File: config.mk
export PLATFORM = sky130hd
export DESIGN_NAME = cisd_core
export DESIGN_NICKNAME = d
export VERILOG_FILES = /design/src/cisd_pkg.sv /design/src/cisd_alu.sv /design/src/cisd_core.sv
export SDC_FILE = /design/constraint.sdc
export NUM_CORES = 1
export LEC_CHECK = 0
export ABC_AREA = 1
export BUFFER_PORTS_ARGS = -buffer_cell sky130_fd_sc_hd__buf_2
export CAP_MARGIN = 25
export CORE_AREA = 10 10 116 97
export DETAILED_ROUTE_END_ITERATION = 8
export DIE_AREA = 0 0 126 107
export SLEW_MARGIN = 20
export SYNTH_ARGS = -nofsm -noshare
export SYNTH_HDL_FRONTEND = slang
export SYNTH_SLANG_ARGS = --single-unit
File: constraint.sdc
create_clock -name clk_sys -period 2.1 [get_ports clk_sys]
set_input_delay 0.105 -clock clk_sys [delete_from_list [all_inputs] [get_ports clk_sys]]
set_output_delay 0.105 -clock clk_sys [all_outputs]
set_load 0.03 [all_outputs]
File: src/cisd_pkg.sv
// shared constants and types for the instruction subset decoder
package cisd_pkg;

    // word and field widths
    localparam int INSN_W   = 14;
    localparam int DATA_W   = 8;
    localparam int FADDR_W  = 7;
    localparam int PC_W     = 13;
    localparam int CALL_W   = 11;

    // opcode patterns
    localparam logic [5:0] OP_AND_LIT   = 6'h39; // 11 1001
    localparam logic [5:0] OP_AND_WF    = 6'h05; // 00 0101
    localparam logic [5:0] OP_ADD_WF    = 6'h07; // 00 0111
    localparam logic [6:0] OP_CLR_F     = 7'h03; // 00 0001 1
    localparam logic [3:0] OP_BIT_SKIP  = 4'h7;  // 01 11
    localparam logic [2:0] OP_CALL      = 3'h4;  // 10 0

    // field positions
    localparam int DEST_POS  = 7;
    localparam int BIT_LSB   = 7;
    localparam int LATCH_LSB = 3;

    // reset values
    localparam logic [PC_W-1:0]   PC_RST   = 13'h0000;
    localparam logic [DATA_W-1:0] WORK_RST = 8'h00;

    // execution phases
    typedef enum logic [1:0] {
        CISD_EXEC,
        CISD_FLUSH
    } cisd_state_t;

endpackage

File: src/cisd_alu.sv
// combinational alu for and/add/clear with flag results
`timescale 1ns/10ps
`default_nettype none

module cisd_alu #(
    parameter int DATA_W = 8
) (
    // operands and operation select
    input  wire logic [DATA_W-1:0] work_val,
    input  wire logic [DATA_W-1:0] operand,
    input  wire logic              do_add,
    input  wire logic              do_clear,
    // result and flags
    output logic [DATA_W-1:0]      result,
    output logic                   carry,
    output logic                   digit_carry,
    output logic                   zero
);

    logic [DATA_W:0] sum;
    logic [4:0]      low_sum;

    // sum, nibble sum and zero detect
    always_comb
    begin
        sum     = {1'b0, work_val} + {1'b0, operand};
        low_sum = {1'b0, work_val[3:0]} + {1'b0, operand[3:0]};
        if (do_clear)
            result = '0;
        else if (do_add)
            result = sum[DATA_W-1:0];
        else
            result = work_val & operand;
        carry       = sum[DATA_W];
        digit_carry = low_sum[4];
        zero        = (result == '0);
    end

endmodule
`default_nettype wire

File: src/cisd_core.sv
// instruction subset decoder and executor
`timescale 1ns/10ps
`default_nettype none

module cisd_core #(
    parameter int INSN_W  = cisd_pkg::INSN_W,
    parameter int DATA_W  = cisd_pkg::DATA_W,
    parameter int FADDR_W = cisd_pkg::FADDR_W,
    parameter int PC_W    = cisd_pkg::PC_W
) (
    // clock and reset
    input  wire logic               clk_sys,
    input  wire logic               rst,
    // instruction fetch
    input  wire logic [INSN_W-1:0]  insn,
    input  wire logic               insn_valid,
    output logic [PC_W-1:0]         pc,
    // file register access
    output logic [FADDR_W-1:0]      file_addr,
    input  wire logic [DATA_W-1:0]  file_rdata,
    output logic [DATA_W-1:0]       file_wdata,
    output logic                    file_we,
    // upper latch and stack
    input  wire logic [4:0]         pc_upper_latch,
    output logic [PC_W-1:0]         stack_push_data,
    output logic                    stack_push,
    // visible core state
    output logic [DATA_W-1:0]       work,
    output logic                    zero_flag,
    output logic                    carry_flag,
    output logic                    digit_carry_flag,
    output logic                    flush
);

    ////////////////////////////////////////////////////////////////////////////
    // decode

    // execution state, declared ahead of the decode that reads it
    cisd_pkg::cisd_state_t state_reg;
    cisd_pkg::cisd_state_t state_next;
    logic [PC_W-1:0]       pc_reg;
    logic [PC_W-1:0]       pc_next;
    logic [DATA_W-1:0]     work_reg;
    logic [DATA_W-1:0]     work_next;
    logic                  z_reg;
    logic                  z_next;
    logic                  c_reg;
    logic                  c_next;
    logic                  dc_reg;
    logic                  dc_next;
    logic [PC_W-1:0]       push_reg;
    logic [PC_W-1:0]       push_next;
    logic                  push_v_reg;
    logic                  push_v_next;
    logic [DATA_W-1:0]     wdata_reg;
    logic [DATA_W-1:0]     wdata_next;
    logic                  we_reg;
    logic                  we_next;

    logic [5:0]         op6;
    logic               is_and_lit;
    logic               is_and_wf;
    logic               is_add_wf;
    logic               is_clr_f;
    logic               is_bit_skip;
    logic               is_call;
    logic               dest_file;
    logic [2:0]         bit_sel;
    logic [DATA_W-1:0]  alu_res;
    logic               alu_c;
    logic               alu_dc;
    logic               alu_z;
    logic               do_exec;

    // opcode fields out of the 14-bit word
    always_comb
    begin
        op6         = insn[INSN_W-1 -: 6];
        is_and_lit  = (op6 == cisd_pkg::OP_AND_LIT);
        is_and_wf   = (op6 == cisd_pkg::OP_AND_WF);
        is_add_wf   = (op6 == cisd_pkg::OP_ADD_WF);
        is_clr_f    = (insn[INSN_W-1 -: 7] == cisd_pkg::OP_CLR_F);
        is_bit_skip = (insn[INSN_W-1 -: 4] == cisd_pkg::OP_BIT_SKIP);
        is_call     = (insn[INSN_W-1 -: 3] == cisd_pkg::OP_CALL);
        dest_file   = insn[cisd_pkg::DEST_POS];
        bit_sel     = insn[cisd_pkg::BIT_LSB +: 3];
        file_addr   = insn[FADDR_W-1:0];
        do_exec     = insn_valid && (state_reg == cisd_pkg::CISD_EXEC);
    end

    // shared alu
    cisd_alu #(
        .DATA_W      (DATA_W)
    ) u_alu (
        .work_val    (work_reg),
        .operand     (is_and_lit ? insn[DATA_W-1:0] : file_rdata),
        .do_add      (is_add_wf),
        .do_clear    (is_clr_f),
        .result      (alu_res),
        .carry       (alu_c),
        .digit_carry (alu_dc),
        .zero        (alu_z)
    );

    ////////////////////////////////////////////////////////////////////////////
    // state

    // next-state and execute
    always_comb
    begin
        state_next  = state_reg;
        pc_next     = pc_reg;
        work_next   = work_reg;
        z_next      = z_reg;
        c_next      = c_reg;
        dc_next     = dc_reg;
        push_next   = push_reg;
        push_v_next = 1'b0;
        wdata_next  = wdata_reg;
        we_next     = 1'b0;
        case (state_reg)
            cisd_pkg::CISD_EXEC:
            begin
                if (insn_valid)
                begin
                    pc_next = pc_reg + 13'h0001;
                    if (is_and_lit)
                    begin
                        work_next = alu_res;
                        z_next    = alu_z;
                    end
                    else if (is_and_wf || is_add_wf)
                    begin
                        z_next = alu_z;
                        if (is_add_wf)
                        begin
                            c_next  = alu_c;
                            dc_next = alu_dc;
                        end
                        if (dest_file)
                        begin
                            wdata_next = alu_res;
                            we_next    = 1'b1;
                        end
                        else
                            work_next = alu_res;
                    end
                    else if (is_clr_f)
                    begin
                        wdata_next = '0;
                        we_next    = 1'b1;
                        z_next     = 1'b1;
                    end
                    else if (is_bit_skip)
                    begin
                        if (file_rdata[bit_sel])
                        begin
                            pc_next    = pc_reg + 13'h0002;
                            state_next = cisd_pkg::CISD_FLUSH;
                        end
                    end
                    else if (is_call)
                    begin
                        push_next   = pc_reg + 13'h0001;
                        push_v_next = 1'b1;
                        pc_next     = {pc_upper_latch[4:cisd_pkg::LATCH_LSB],
                                       insn[cisd_pkg::CALL_W-1:0]};
                        state_next  = cisd_pkg::CISD_FLUSH;
                    end
                end
            end
            cisd_pkg::CISD_FLUSH:
                state_next = cisd_pkg::CISD_EXEC;
            default:
                state_next = cisd_pkg::CISD_EXEC;
        endcase
    end

    // register update
    always_ff @(posedge clk_sys or posedge rst)
    begin
        if (rst)
        begin
            state_reg  <= cisd_pkg::CISD_EXEC;
            pc_reg     <= cisd_pkg::PC_RST;
            work_reg   <= cisd_pkg::WORK_RST;
            z_reg      <= 1'b0;
            c_reg      <= 1'b0;
            dc_reg     <= 1'b0;
            push_reg   <= '0;
            push_v_reg <= 1'b0;
            wdata_reg  <= '0;
            we_reg     <= 1'b0;
        end
        else
        begin
            state_reg  <= state_next;
            pc_reg     <= pc_next;
            work_reg   <= work_next;
            z_reg      <= z_next;
            c_reg      <= c_next;
            dc_reg     <= dc_next;
            push_reg   <= push_next;
            push_v_reg <= push_v_next;
            wdata_reg  <= wdata_next;
            we_reg     <= we_next;
        end
    end

    // outputs
    assign pc               = pc_reg;
    assign work             = work_reg;
    assign zero_flag        = z_reg;
    assign carry_flag       = c_reg;
    assign digit_carry_flag = dc_reg;
    assign stack_push_data  = push_reg;
    assign stack_push       = push_v_reg;
    assign file_wdata       = wdata_reg;
    assign file_we          = we_reg;
    assign flush            = (state_reg == cisd_pkg::CISD_FLUSH);
endmodule
`default_nettype wire

==> qor.txt, run 1 <==
DRT
----------------------------------------------------------------------------------------
Total wire length                                                               10900 um
Number of optimization iterations in the first detailed-route pass                     5
DR iter-0 viols                                                                      288
Routed vias                                                                         3519
Via-to-Cell Ratio                                                                   4.93
Mean routed wirelength per cell                                                  15.3 um
Remaining number of nets flagged by the antenna check after routing                    0
DRC viols                                                                              0

SYNTHESIS
----------------------------------------------------------------------------------------
Xor/xnor cell area share of the yosys netlist                                      4.74%
Combined area of all synthesized cells                                          3330 um2
Net count of the mapped netlist                                                      524
Simple-gate portion of the synthesized area                                        31.3%
Synthesized-area fraction occupied by ao, oa, aoi and oai cells                    11.7%
Register bit count reported by yosys                                                  48
Mapped Cells                                                                         482
Adder-Cell Fraction of Synth Area                                                  4.74%
Synthesized area divided by synthesized cell count                              6.90 um2
Mux share of post-synthesis cell area                                             0.338%
Yosys synthesis warning count                                                          0
Synth unique cells                                                                    31
Main combinational cell family by area after synthesis                      simple AND/OR/NAND/NOR gates
Seq/Total Area, Yosys                                                              36.1%

GLOBAL ROUTE
----------------------------------------------------------------------------------------
Largest net degree at the start of global routing                                     26
Aggregate global-route resource usage                                              15.5%
Grt total ovfl                                                                         0
Initial antenna violation count                                                        0
Number of global-route vias before repair                                           3468
Wire length of the first global-routing pass                                    17500 um

TIMING
----------------------------------------------------------------------------------------
Number of hold violations in the final report                                          0
Post-route fraction of the period consumed by the critical path                    97.0%
Number of pins with negative max-slew slack in the final report                        0
Count of endpoints failing setup in the final report                                   0
RSZ-0062 raised after global routing                                                 yes
Clock skew after layout                                                       0.00770 ns
Fin Hold WS                                                                     0.161 ns
Final period demand of the worst path                                            2.04 ns
Relative slew slack                                                                71.6%
Slew at the pin closest to its max-slew limit                                   0.425 ns
Highest achievable clock rate                                                  0.491 GHz

SETUP PATH
----------------------------------------------------------------------------------------
Cell Chain, Critical Path                                                   buf_12 > inv_12 > nand2_8 > nor3_4 > nand3_2 > buf_6 > buf_6 > nand2_1 > o21ai_0 > ha_1 > buf_4 > buf_4 > inv_1 > nand3_1 > nand2_1 > nand2_1 > nand2_2 > nand4_1 > a21oi_1
Start point of the critical path                                                 insn[9]
Worst path most repeated cell                                               sky130_fd_sc_hd__nand2_1
Highest fanout seen on the critical path                                               8
Critical Path Source Type                                                     input port
Source of the worst register-to-register timing path                               pc[1]
Peak per-stage delay on the critical path                                        0.34 ns
Count of buffer and inverter cells on the critical path                                7
Worst path arrival time                                                          2.26 ns
CP max-delay cell                                                           sky130_fd_sc_hd__ha_1
Nature of the critical path endpoint                                           flip-flop
Endpoint required time on the critical path                                      2.33 ns
Gate family responsible for the most delay along the worst path             simple AND/OR/NAND/NOR gates
Critical path class                                                         input port to flip-flop

CTS
----------------------------------------------------------------------------------------
Latest clock arrival within the worst-skew pair                                  0.30 ns
Clock tree from TritonCTS                                                          built
CTS clk-pin slew, worst paths                                                    0.07 ns
Level count of the clock H-tree                                                        2
# clock sinks                                                                         48
Number of buffers created by CTS                                                       5
Clock root buffer                                                           sky130_fd_sc_hd__clkbuf_16
Maximum buffer depth of the clock tree                                                 2

DIE
----------------------------------------------------------------------------------------
Effective utilization at floorplan                                                 37.3%
# rows                                                                                31
Die footprint                                                                  13500 um2
I/O pin count                                                                         85
Area of the core                                                                8920 um2
Floorplan die width                                                               126 um
Height of the chip                                                                107 um

POWER AND IR DROP
----------------------------------------------------------------------------------------
Pleak                                                                         0.00242 uW
Switching component of the power                                                 1660 uW
Power per Cell Area                                                           839 nW/um2
Portion of total power attributed to the clock network                             22.3%
Largest voltage drop on the vdd net                                             0.391 mV
Sequential share of power                                                          35.1%
Share of power burned in combinational logic                                       42.6%
Internal cell power                                                              2050 uW
Share of total power consumed by net switching                                     44.6%

FINISH
----------------------------------------------------------------------------------------
Synth-to-Final Area Change                                                         32.8%
Multi-input gate area in the final layout                                       1880 um2
Fraction of final layout cells with drive strength greater than 1                  29.7%
Layout Cells excl Fill                                                               714
Area of all placed cells without fillers                                        4420 um2
Register area                                                                   1200 um2
Nets                                                                                 640
Layout fillers                                                                       904
Inserted Diodes                                                                        0

PLACEMENT
----------------------------------------------------------------------------------------
Total half-perimeter wirelength after legalization and detailed placement        8680 um
GPL Wtd Cong                                                                       0.928
Cell area reported after detailed placement                                     4090 um2
Placed cells                                                                         698
Count of buffers from port buffering                                                  81

WORST HOLD PATH
----------------------------------------------------------------------------------------
Worst Min Path Start                                                        pc_upper_latch[3]
HP Class                                                                    input port to flip-flop

RUN STATUS
----------------------------------------------------------------------------------------
Outcome                                                                     complete, no violations

RUN
----------------------------------------------------------------------------------------
Number of max-cap violations                                                           0

==> layout by cell type (no fill, tap or decap), types with 3 or more instances in the layout <==
cell                          n
sky130_fd_sc_hd__a31oi_1     10
sky130_fd_sc_hd__nor2_1      33
sky130_fd_sc_hd__inv_1       60
sky130_fd_sc_hd__o21ai_0     24
sky130_fd_sc_hd__a21oi_1     12
sky130_fd_sc_hd__nand3_2      6
sky130_fd_sc_hd__inv_2        6
sky130_fd_sc_hd__nand2_2     10
sky130_fd_sc_hd__nor2_4       5
sky130_fd_sc_hd__buf_4       41
sky130_fd_sc_hd__nor2_2       3
sky130_fd_sc_hd__o21ai_2      4
sky130_fd_sc_hd__xor2_1      15
sky130_fd_sc_hd__nor3_1       7
sky130_fd_sc_hd__ha_1        10
sky130_fd_sc_hd__buf_2       79
sky130_fd_sc_hd__nand3_1     30
sky130_fd_sc_hd__buf_6        4
sky130_fd_sc_hd__clkbuf_16    5
sky130_fd_sc_hd__nand2_1    142
sky130_fd_sc_hd__dfrtp_1     48
sky130_fd_sc_hd__o21ai_1     20
==> metal layers <==
layer | global-route usage [%] | share of wire, %
met4 | 3.98 | 1.1
met3 | 3.15 | 7.2
met2 | 24.8 | 45
met5 | 0 | 0
met1 | 21.0 | 46
==> logic make-up after synthesis <==
family                     count (synthesis)
AOI/OAI and AO/OA                         74
buffers and inverters                     85
DFF                                       48
xor gates and xnor gates                  18
muxes                                      1
and+or+nand+nor                          244
adders and majority gates                 12
==> power groups by stage <==
stage / clock (uW) / combinational, uW / sequential, uW
2_1_floorplan: 0 / 701 / 1680
3_3_place_gp: 0 / 1540 / 1310
3_5_place_dp: 0 / 1560 / 1310
4_1_cts: 832 / 1570 / 1300
5_1_grt: 870 / 1740 / 1330
6_report: 826 / 1580 / 1300
==> cells in the mapped netlist (all sizes together) <==
cell type	instances	area, um2
clkinv	1	3.75
nor3	8	40.0
a21oi	13	65.1
nand4	2	12.5
o22ai	1	6.26
clkbuf	2	7.51
o21ai	49	249
xnor2	3	26.3
nand2	155	592
buf	15	104
fa	1	20.0
or2	1	6.26
nor2	41	199
xor2	15	131
a22oi	1	7.51
dfrtp	48	1200
ha	11	138
nand3b	1	7.51
nand3	36	185
mux2	1	11.3
a31oi	10	62.6
inv	67	251
==> through the flow <==
stage,util [%],setup TNS (ns),setup slack [ns],total power (uW)
floorplan,-,-0.0257,-0.0257,2380
global placement,45.8,-2.44,-0.381,2850
global route,49.5,-0.0732,-0.0563,3940
finish,49.5,0,0.0632,3710
detailed placement,45.8,-3.98,-0.483,2870
CTS,48.0,0,0.0399,3710
==> path summary, 6_finish.rpt <==
check	end	slack, ns	cells after the start
setup / recovery	zero_flag	0.06	19
hold / removal	pc[11]	0.16	5
setup reg to reg	pc[12]	0.21	12
hold reg to reg	stack_push_data[7]	0.47	2
max in group asynchronous	pc[7]	1.28	4
min in group asynchronous	state_reg[0]	0.25	3
==> worst min-delay path, stage by stage <==
cell and delay [ns]:
sky130_fd_sc_hd__buf_2 0.09, sky130_fd_sc_hd__nand2_1 0.05, sky130_fd_sc_hd__nand2_1 0.04, sky130_fd_sc_hd__inv_1 0.05, sky130_fd_sc_hd__a31oi_1 0.07
==> layout make-up <==
type | instances | area share, %
multi-input combinational | 349 | 42.6
sequential | 48 | 27.2
timing repair buffer | 126 | 17.6
inverter | 68 | 6.06
tap | 115 | 3.26
clock buffer | 5 | 2.83
clock inverter | 3 | 0.425
==> what timing repair did <==
item / CTS / global route
cloned: 0 / 0
pin swaps: 5 / 20
hold buffers: 1 / 0
setup buffers: 3 / 4
setup endpoints to repair: 7 / 9
resized for setup: 5 / 28
hold endpoints to repair: 23 / 0
No activity file was read; power rests on OpenSTA's default activity.
==> inputs of run 2 (changes only) <==
--- a/config.mk
+++ b/config.mk
@@ -11,6 +11,7 @@
 export CORE_AREA = 10 10 116 97
 export DETAILED_ROUTE_END_ITERATION = 8
 export DIE_AREA = 0 0 126 107
+export REMOVE_ABC_BUFFERS = 1
 export SLEW_MARGIN = 20
 export SYNTH_ARGS = -nofsm -noshare
 export SYNTH_HDL_FRONTEND = slang
==> constraint.sdc (replaced) <==
create_clock -name clk_sys -period 2.1 [get_ports clk_sys]
set_input_delay 0.315 -clock clk_sys [delete_from_list [all_inputs] [get_ports clk_sys]]
set_output_delay 0.315 -clock clk_sys [all_outputs]
set_load 0.03 [all_outputs]
==> run 2 against run 1 <==
  * The run now ends with negative setup slack left
  * Design area is 3.0% higher
  * Clock power decreased by 2.7%
  * Combinational power barely moved
  * Die area stayed put
  * Core utilization rose by 1.5 points
  * Power is 0.26% lower
  * Critical path type unchanged
  * Highest routed layer unchanged
==> qor.txt, run 2 (synthesis gave the netlist of run 1 again) <==
RUN STATUS
----------------------------------------------------------------------------------------
Outcome                                                                     finished, violations left
Violations in the final reports                                             negative setup slack

TIMING
----------------------------------------------------------------------------------------
Final period demand of the worst path                                            2.15 ns
Highest achievable clock rate                                                  0.464 GHz
Slew at the pin closest to its max-slew limit                                   0.501 ns
Clock skew after layout                                                       0.00350 ns
Number of pins with negative max-slew slack in the final report                        0
RSZ-0062 raised after global routing                                                 yes
Count of endpoints failing setup in the final report                                   1
Post-route setup TNS                                                          -0.0541 ns
Post-route fraction of the period consumed by the critical path                     103%
Relative slew slack                                                                66.6%
Worst Setup Slack, final                                                      -0.0541 ns
Number of hold violations in the final report                                          0

DRT
----------------------------------------------------------------------------------------
DR iter-0 viols                                                                      246
Via-to-Cell Ratio                                                                   4.87
Routed vias                                                                         3507
Total wire length                                                               11400 um
Mean routed wirelength per cell                                                  15.8 um
Remaining number of nets flagged by the antenna check after routing                    0
Number of optimization iterations in the first detailed-route pass                     4
DRC viols                                                                              0

SETUP PATH
----------------------------------------------------------------------------------------
Source of the worst register-to-register timing path                               pc[2]
Worst reg2reg endpoint                                                             pc[9]
Critical Path Source Type                                                     input port
R2r worst-path depth                                                                   8
Reg2Reg Setup Slack                                                              0.23 ns
Cell Chain, Critical Path                                                   buf_6 > inv_4 > nand2_4 > buf_4 > buf_4 > buf_4 > buf_4 > buf_4 > buf_4 > buf_4 > buf_4 > nor2_1 > nand2_1 > nand3_1 > nand3_1 > nor2_2 > nand4_1 > a21oi_1
Worst path arrival time                                                          2.37 ns
Count of buffer and inverter cells on the critical path                               10
Peak per-stage delay on the critical path                                        0.17 ns
Nature of the critical path endpoint                                           flip-flop
Endpoint required time on the critical path                                      2.31 ns
CP max-delay cell                                                           sky130_fd_sc_hd__nand2_1
Highest fanout seen on the critical path                                               4
Worst path most repeated cell                                               sky130_fd_sc_hd__buf_4
Critical path class                                                         input port to flip-flop
Gate family responsible for the most delay along the worst path             buffers and inverters

CTS
----------------------------------------------------------------------------------------
Clock root buffer                                                           sky130_fd_sc_hd__clkbuf_16
CTS clk-pin slew, worst paths                                                    0.07 ns
# clock sinks                                                                         48
Maximum buffer depth of the clock tree                                                 2
Number of buffers created by CTS                                                       5
Clock tree from TritonCTS                                                          built
Latest clock arrival within the worst-skew pair                                  0.29 ns
Hold-fix buffers at CTS                                                                0
Level count of the clock H-tree                                                        2

GLOBAL ROUTE
----------------------------------------------------------------------------------------
Number of global-route vias before repair                                           3453
Initial antenna violation count                                                        0
Largest net degree at the start of global routing                                     29
Aggregate global-route resource usage                                              16.4%
Grt total ovfl                                                                         0
Wire length of the first global-routing pass                                    18300 um

FINISH
----------------------------------------------------------------------------------------
Layout Cells excl Fill                                                               720
Synth-to-Final Area Change                                                         36.7%
Commonest cells after routing, fill and taps aside                          sky130_fd_sc_hd__nand2_1 (139), sky130_fd_sc_hd__buf_2 (79), sky130_fd_sc_hd__inv_1 (58), sky130_fd_sc_hd__dfrtp_1 (47), sky130_fd_sc_hd__buf_4 (47)
Inserted Diodes                                                                        0
Nets                                                                                 646
Most frequent standard cell in the layout excluding fill and tap cells      sky130_fd_sc_hd__nand2_1
Fraction of final layout cells with drive strength greater than 1                  34.4%
Layout fillers                                                                       930
Final standard cell utilization of the core                                        51.0%
Area of all placed cells without fillers                                        4550 um2

POWER AND IR DROP
----------------------------------------------------------------------------------------
Power per Cell Area                                                           813 nW/um2
Pleak                                                                         0.00245 uW
Largest voltage drop on the vdd net                                             0.519 mV
Pwr Total                                                                        3700 uW

RUN
----------------------------------------------------------------------------------------
Number of max-cap violations                                                           0

DIE
----------------------------------------------------------------------------------------
# rows                                                                                31
Area of the core                                                                8920 um2
Die footprint                                                                  13500 um2
I/O pin count                                                                         85
Effective utilization at floorplan                                                 37.3%
Height of the chip                                                                107 um
Floorplan die width                                                               126 um

PLACEMENT
----------------------------------------------------------------------------------------
GPL Wtd Cong                                                                       0.935
Total half-perimeter wirelength after legalization and detailed placement        8740 um
Count of buffers from port buffering                                                  81
Cell area reported after detailed placement                                     4050 um2
Placed cells                                                                         697

WORST HOLD PATH
----------------------------------------------------------------------------------------
HP Class                                                                    input port to asynchronous set/reset pin

-- run 2: changes by cell type in the layout (fill, tap and decap cells not counted), sizes merged --
| cell | previous run | this run |
|---|---|---|
| buf | 125 | 132 |
| dlygate4sd3 | 1 | 0 |
-- run 2: routing by layer --
metal,track usage [%],wire length (um)
met5,0,0
met1,23.9,5670
met3,3.69,707
met4,3.90,70
met2,23.8,4950
-- run 2: area by class of cell --
class / instances / area, um2 / share of cell area [%]
Multi-Input combinational cell: 349 / 1980 / 43.5
Sequential cell: 48 / 1200 / 26.4
Timing Repair Buffer: 132 / 825 / 18.1
Inverter: 68 / 258 / 5.67
Tap cell: 115 / 144 / 3.16
Clock buffer: 5 / 125 / 2.75
Clock inverter: 3 / 18.8 / 0.413
-- run 2: how the worst max path moves through the flow --
stage / start / to / slack (ns) / cells after the start
after floorplan: insn[9] / zero_flag / -0.45 / 17
after global placement: insn[9] / work[7] / -0.52 / 17
after detailed placement: insn[9] / zero_flag / -0.55 / 17
after CTS: insn[9] / file_wdata[5] / -0.05 / 17
after global routing: insn[9] / zero_flag / -0.15 / 18
final: insn[9] / zero_flag / -0.05 / 18
-- run 2: power by group --
part | switching (uW) | leakage, uW | internal, uW
combinational | 1080 | 0.00177 | 512
clock | 364 | 0.0000736 | 440
sequential | 187 | 0.000604 | 1110
total | 1630 | 0.00245 | 2070
-- run 2: worst register-to-register path: stages (launching register included) --
cell and delay, ns:
sky130_fd_sc_hd__dfrtp_1 0.45, sky130_fd_sc_hd__ha_1 0.27, sky130_fd_sc_hd__nand2_1 0.09, sky130_fd_sc_hd__nor2_1 0.22, sky130_fd_sc_hd__nand4_1 0.19, sky130_fd_sc_hd__nor2_1 0.16
sky130_fd_sc_hd__xor2_1 0.20, sky130_fd_sc_hd__nand2_1 0.08, sky130_fd_sc_hd__a31oi_1 0.13
-- run 2: stage by stage --
step                      hold WS (ns)  setup slack, ns
final                           0.0483          -0.0541
after global routing             0.104           -0.151
after CTS                       0.0734          -0.0496
after detailed placement         0.382           -0.547
after global placement           0.370           -0.525
after floorplan                  0.547           -0.449
-- run 2: timing repair --
item,CTS,global route
gates cloned,1,0
resized for setup,30,39
hold endpoints to repair,0,0
endpoints found under the setup margin,11,16
setup buffers,13,2
pin swaps,17,22
==> inputs of run 3 (changes only) <==
--- a/config.mk
+++ b/config.mk
@@ -5,13 +5,13 @@
 export SDC_FILE = /design/constraint.sdc
 export NUM_CORES = 1
 export LEC_CHECK = 0
-export ABC_AREA = 1
 export BUFFER_PORTS_ARGS = -buffer_cell sky130_fd_sc_hd__buf_2
 export CAP_MARGIN = 25
-export CORE_AREA = 10 10 116 97
+export CORE_AREA = 10 10 113 95
 export DETAILED_ROUTE_END_ITERATION = 8
-export DIE_AREA = 0 0 126 107
+export DIE_AREA = 0 0 123 105
 export REMOVE_ABC_BUFFERS = 1
+export SETUP_SLACK_MARGIN = 0.1
 export SLEW_MARGIN = 20
 export SYNTH_ARGS = -nofsm -noshare
 export SYNTH_HDL_FRONTEND = slang
==> run 3 against run 2 <==
  * The flow still finishes with violations (negative setup slack)
  * Die area decreased by 4.2%
  * First-iteration DRC count decreased by 13%
  * Wire length decreased by 6.1%
  * Largest power group unchanged
  * Cell count decreased by 18%
  * Sequential share of layout area increased by 1.1 points
  * Setup slack got worse by 0.31 ns
  * Hold slack got worse by 0.016 ns
  * Sequential power decreased by 3%
  * Design area decreased by 4.0%
  * Clock-buffer cell count unchanged
==> qor.txt, run 3 <==
POWER AND IR DROP
----------------------------------------------------------------------------------------
Power per Cell Area                                                           744 nW/um2
Share of total power consumed by net switching                                     43.8%
Pleak                                                                         0.00201 uW
Share of power burned in combinational logic                                       43.0%
Switching component of the power                                                 1420 uW
Portion of total power attributed to the clock network                             18.3%
Largest voltage drop on the vdd net                                             0.435 mV
Internal cell power                                                              1830 uW
Sequential share of power                                                          38.6%

SYNTHESIS
----------------------------------------------------------------------------------------
Seq/Total Area, Yosys                                                              38.0%
Most common flop cell mapped by yosys                                       sky130_fd_sc_hd__dfrtp_1
Number of flops mapped to enable cells by yosys                                        0
Mapped Cells                                                                         355
Top post-synthesis cells by area                                            sky130_fd_sc_hd__dfrtp_1 (38%), sky130_fd_sc_hd__nand2_1 (6.7%), sky130_fd_sc_hd__o21ai_0 (6.3%), sky130_fd_sc_hd__ha_1 (4.4%), sky130_fd_sc_hd__mux2_2 (3.2%)
Register bit count reported by yosys                                                  48
Most frequent cells after synthesis                                         sky130_fd_sc_hd__nand2_1 (56), sky130_fd_sc_hd__dfrtp_1 (48), sky130_fd_sc_hd__o21ai_0 (40), sky130_fd_sc_hd__nor2_1 (18), sky130_fd_sc_hd__clkbuf_1 (15)
Combined area of all synthesized cells                                          3160 um2
Most repeated cell in the gate-level netlist after synthesis                sky130_fd_sc_hd__nand2_1
Dominant cell type by area after synthesis                                  sky130_fd_sc_hd__dfrtp_1
Area share of the largest cell type after synthesis                                38.0%
Synth unique cells                                                                    57
Synthesized area divided by synthesized cell count                              8.90 um2
Share of synthesized flip-flops with an asynchronous set or reset                   100%
Yosys synthesis warning count                                                          0

DRT
----------------------------------------------------------------------------------------
Via-to-Cell Ratio                                                                   5.33
Routed vias                                                                         3137
DR iter-0 viols                                                                      214
Top metal layer carrying routed signals                                             met4
Detailed-routed wire length on met2                                              4830 um
Mean routed wirelength per cell                                                  18.2 um
Remaining number of nets flagged by the antenna check after routing                    0
Length of routed met3 wiring                                                      729 um
Wire length on met1                                                              5050 um
Number of optimization iterations in the first detailed-route pass                     5
DRC viols                                                                              0
Total wire length                                                               10700 um

RUN STATUS
----------------------------------------------------------------------------------------
Outcome                                                                     finished, violations left
Violations in the final reports                                             negative setup slack

DIE
----------------------------------------------------------------------------------------
Floorplan die width                                                               123 um
Area of the core                                                                8370 um2
I/O pin count                                                                         85
# rows                                                                                30
Height of the chip                                                                105 um
Effective utilization at floorplan                                                 37.7%
Die footprint                                                                  12900 um2

GLOBAL ROUTE
----------------------------------------------------------------------------------------
Largest net degree at the start of global routing                                     49
Grt total ovfl                                                                         0
Number of global-route vias before repair                                           3177
Initial antenna violation count                                                        0
Wire length of the first global-routing pass                                    17300 um
Aggregate global-route resource usage                                              16.6%

SETUP PATH
----------------------------------------------------------------------------------------
Critical path class                                                         input port to flip-flop
Critical Path Source Type                                                     input port
Nature of the critical path endpoint                                           flip-flop
Reg2Reg Setup Slack                                                                 0 ns
Endpoint required time on the critical path                                      2.31 ns
Worst path arrival time                                                          2.68 ns
Highest fanout seen on the critical path                                               3

FINISH
----------------------------------------------------------------------------------------
Fraction of final layout cells with drive strength greater than 1                  42.1%
Inserted Diodes                                                                        0
Synth-to-Final Area Change                                                         38.4%
Most frequent standard cell in the layout excluding fill and tap cells      sky130_fd_sc_hd__buf_2
Nets                                                                                 518
Layout fillers                                                                       796
Commonest cells after routing, fill and taps aside                          sky130_fd_sc_hd__buf_2 (78), sky130_fd_sc_hd__buf_4 (58), sky130_fd_sc_hd__nand2_1 (54), sky130_fd_sc_hd__dfrtp_1 (48), sky130_fd_sc_hd__o21ai_0 (26)
Register area                                                                   1200 um2
Multi-input gate area in the final layout                                       2000 um2

CTS
----------------------------------------------------------------------------------------
Clock root buffer                                                           sky130_fd_sc_hd__clkbuf_8
Number of buffers created by CTS                                                       5
Maximum buffer depth of the clock tree                                                 2
CTS clk-pin slew, worst paths                                                    0.10 ns
Hold-fix buffers at CTS                                                                0
Level count of the clock H-tree                                                        2
# clock sinks                                                                         48
Clock tree from TritonCTS                                                          built
Latest clock arrival within the worst-skew pair                                  0.31 ns

TIMING
----------------------------------------------------------------------------------------
Clock skew after layout                                                        0.0124 ns
Count of endpoints failing setup in the final report                                  13
Slew at the pin closest to its max-slew limit                                   0.802 ns
Post-route fraction of the period consumed by the critical path                     117%
Number of hold violations in the final report                                          0
Final period demand of the worst path                                            2.47 ns
Highest achievable clock rate                                                  0.405 GHz
Relative slew slack                                                                46.5%
Post-route setup TNS                                                            -2.98 ns
RSZ-0062 raised after global routing                                                 yes
Number of pins with negative max-slew slack in the final report                        0
Worst Setup Slack, final                                                       -0.367 ns

RUN
----------------------------------------------------------------------------------------
Number of max-cap violations                                                           0

PLACEMENT
----------------------------------------------------------------------------------------
Post-placement setup slack                                                      -1.07 ns
Count of buffers from port buffering                                                  81
Total half-perimeter wirelength after legalization and detailed placement        8110 um
GPL Wtd Cong                                                                       0.912

WORST HOLD PATH
----------------------------------------------------------------------------------------
HP Class                                                                    input port to asynchronous set/reset pin

## run 3: cell count changes after synthesis, moves of 9 or more
cell and delta:
sky130_fd_sc_hd__nand2_1 -95, sky130_fd_sc_hd__inv_1 -54, sky130_fd_sc_hd__nand3_1 -29, sky130_fd_sc_hd__nor2_1 -15, sky130_fd_sc_hd__o21ai_1 -15, sky130_fd_sc_hd__clkbuf_1 +13
sky130_fd_sc_hd__o21ai_0 +12, sky130_fd_sc_hd__mux2_2 +9
## run 3: power groups by stage
stage,clock (uW),sequential (uW),combinational (uW)
after floorplan,0,1650,447
after global placement,0,1260,1360
after detailed placement,0,1270,1370
after CTS,613,1250,1400
after global routing,653,1290,1520
final,596,1260,1400
## run 3: area by class of cell
type	count	share of cell area [%]
clock inverter	3	0.544
sequential	48	27.5
timing repair buffer	142	20.8
clock buffer	5	1.58
tap	112	3.21
inverter	8	0.687
multi-input combinational	271	45.7
## run 3: critical path, cell delays in order
cell	delay, ns
sky130_fd_sc_hd__buf_8	0.08
sky130_fd_sc_hd__nand2_4	0.05
sky130_fd_sc_hd__nor4_4	0.31
sky130_fd_sc_hd__buf_4	0.20
sky130_fd_sc_hd__mux2_4	0.33
sky130_fd_sc_hd__fa_2	0.36
sky130_fd_sc_hd__a21o_1	0.22
sky130_fd_sc_hd__a21oi_4	0.20
sky130_fd_sc_hd__xnor2_1	0.14
sky130_fd_sc_hd__a22oi_1	0.10
sky130_fd_sc_hd__and3_1	0.21
sky130_fd_sc_hd__a41o_1	0.18
## run 3: what timing repair did
action                     CTS  global route
gates resized for setup     54            10
pin swaps                   32             6
setup endpoints to repair   16            28
setup buffers                1             3
## run 3: cells by family (layout without fill, tap and decap cells)
logic type	after synthesis	after routing	share of synthesized area (%)
DFF	48	48	38.0
AOI/OAI and AO/OA	107	107	21.6
muxes	14	14	5.98
buffers and inverters	36	158	5.74
and+or+nand+nor	120	120	18.6
xor gates and xnor gates	18	18	4.99
adders and majority gates	12	12	4.99
## run 3: routing by layer
layer | GRT usage [%] | vias to the layer above
met2 | 25.1 | 99
li1 | - | 1536
met5 | 0 | -
met3 | 3.28 | 6
met1 | 23.6 | 1496
met4 | 3.74 | 0
## run 3: metrics by stage
step                      power (uW)  util [%]  hold slack (ns)  cell area (um2)  std cells
after detailed placement        2640      48.0            0.388             4020        580
final                           3250      52.2           0.0325             4370        589
after global routing            3450      52.2           0.0461             4370        589
after global placement          2620      48.0            0.381             4020        580
after CTS                       3270      51.6           0.0361             4320        588
after floorplan                 2100         -            0.448             3010        327
## run 3: final timing paths
path | startpoint | to | depth (start not counted)
min in group clk_sys | pc_upper_latch[3] | pc[11] | 3
worst min-delay path | rst | state_reg[0] | 3
worst max-delay path | insn[13] | zero_flag | 12
worst min register to register | stack_push_data[1] | stack_push_data[1] | 2
max in group asynchronous | rst | pc[2] | 3
worst max register to register | work[0] | zero_flag | 8
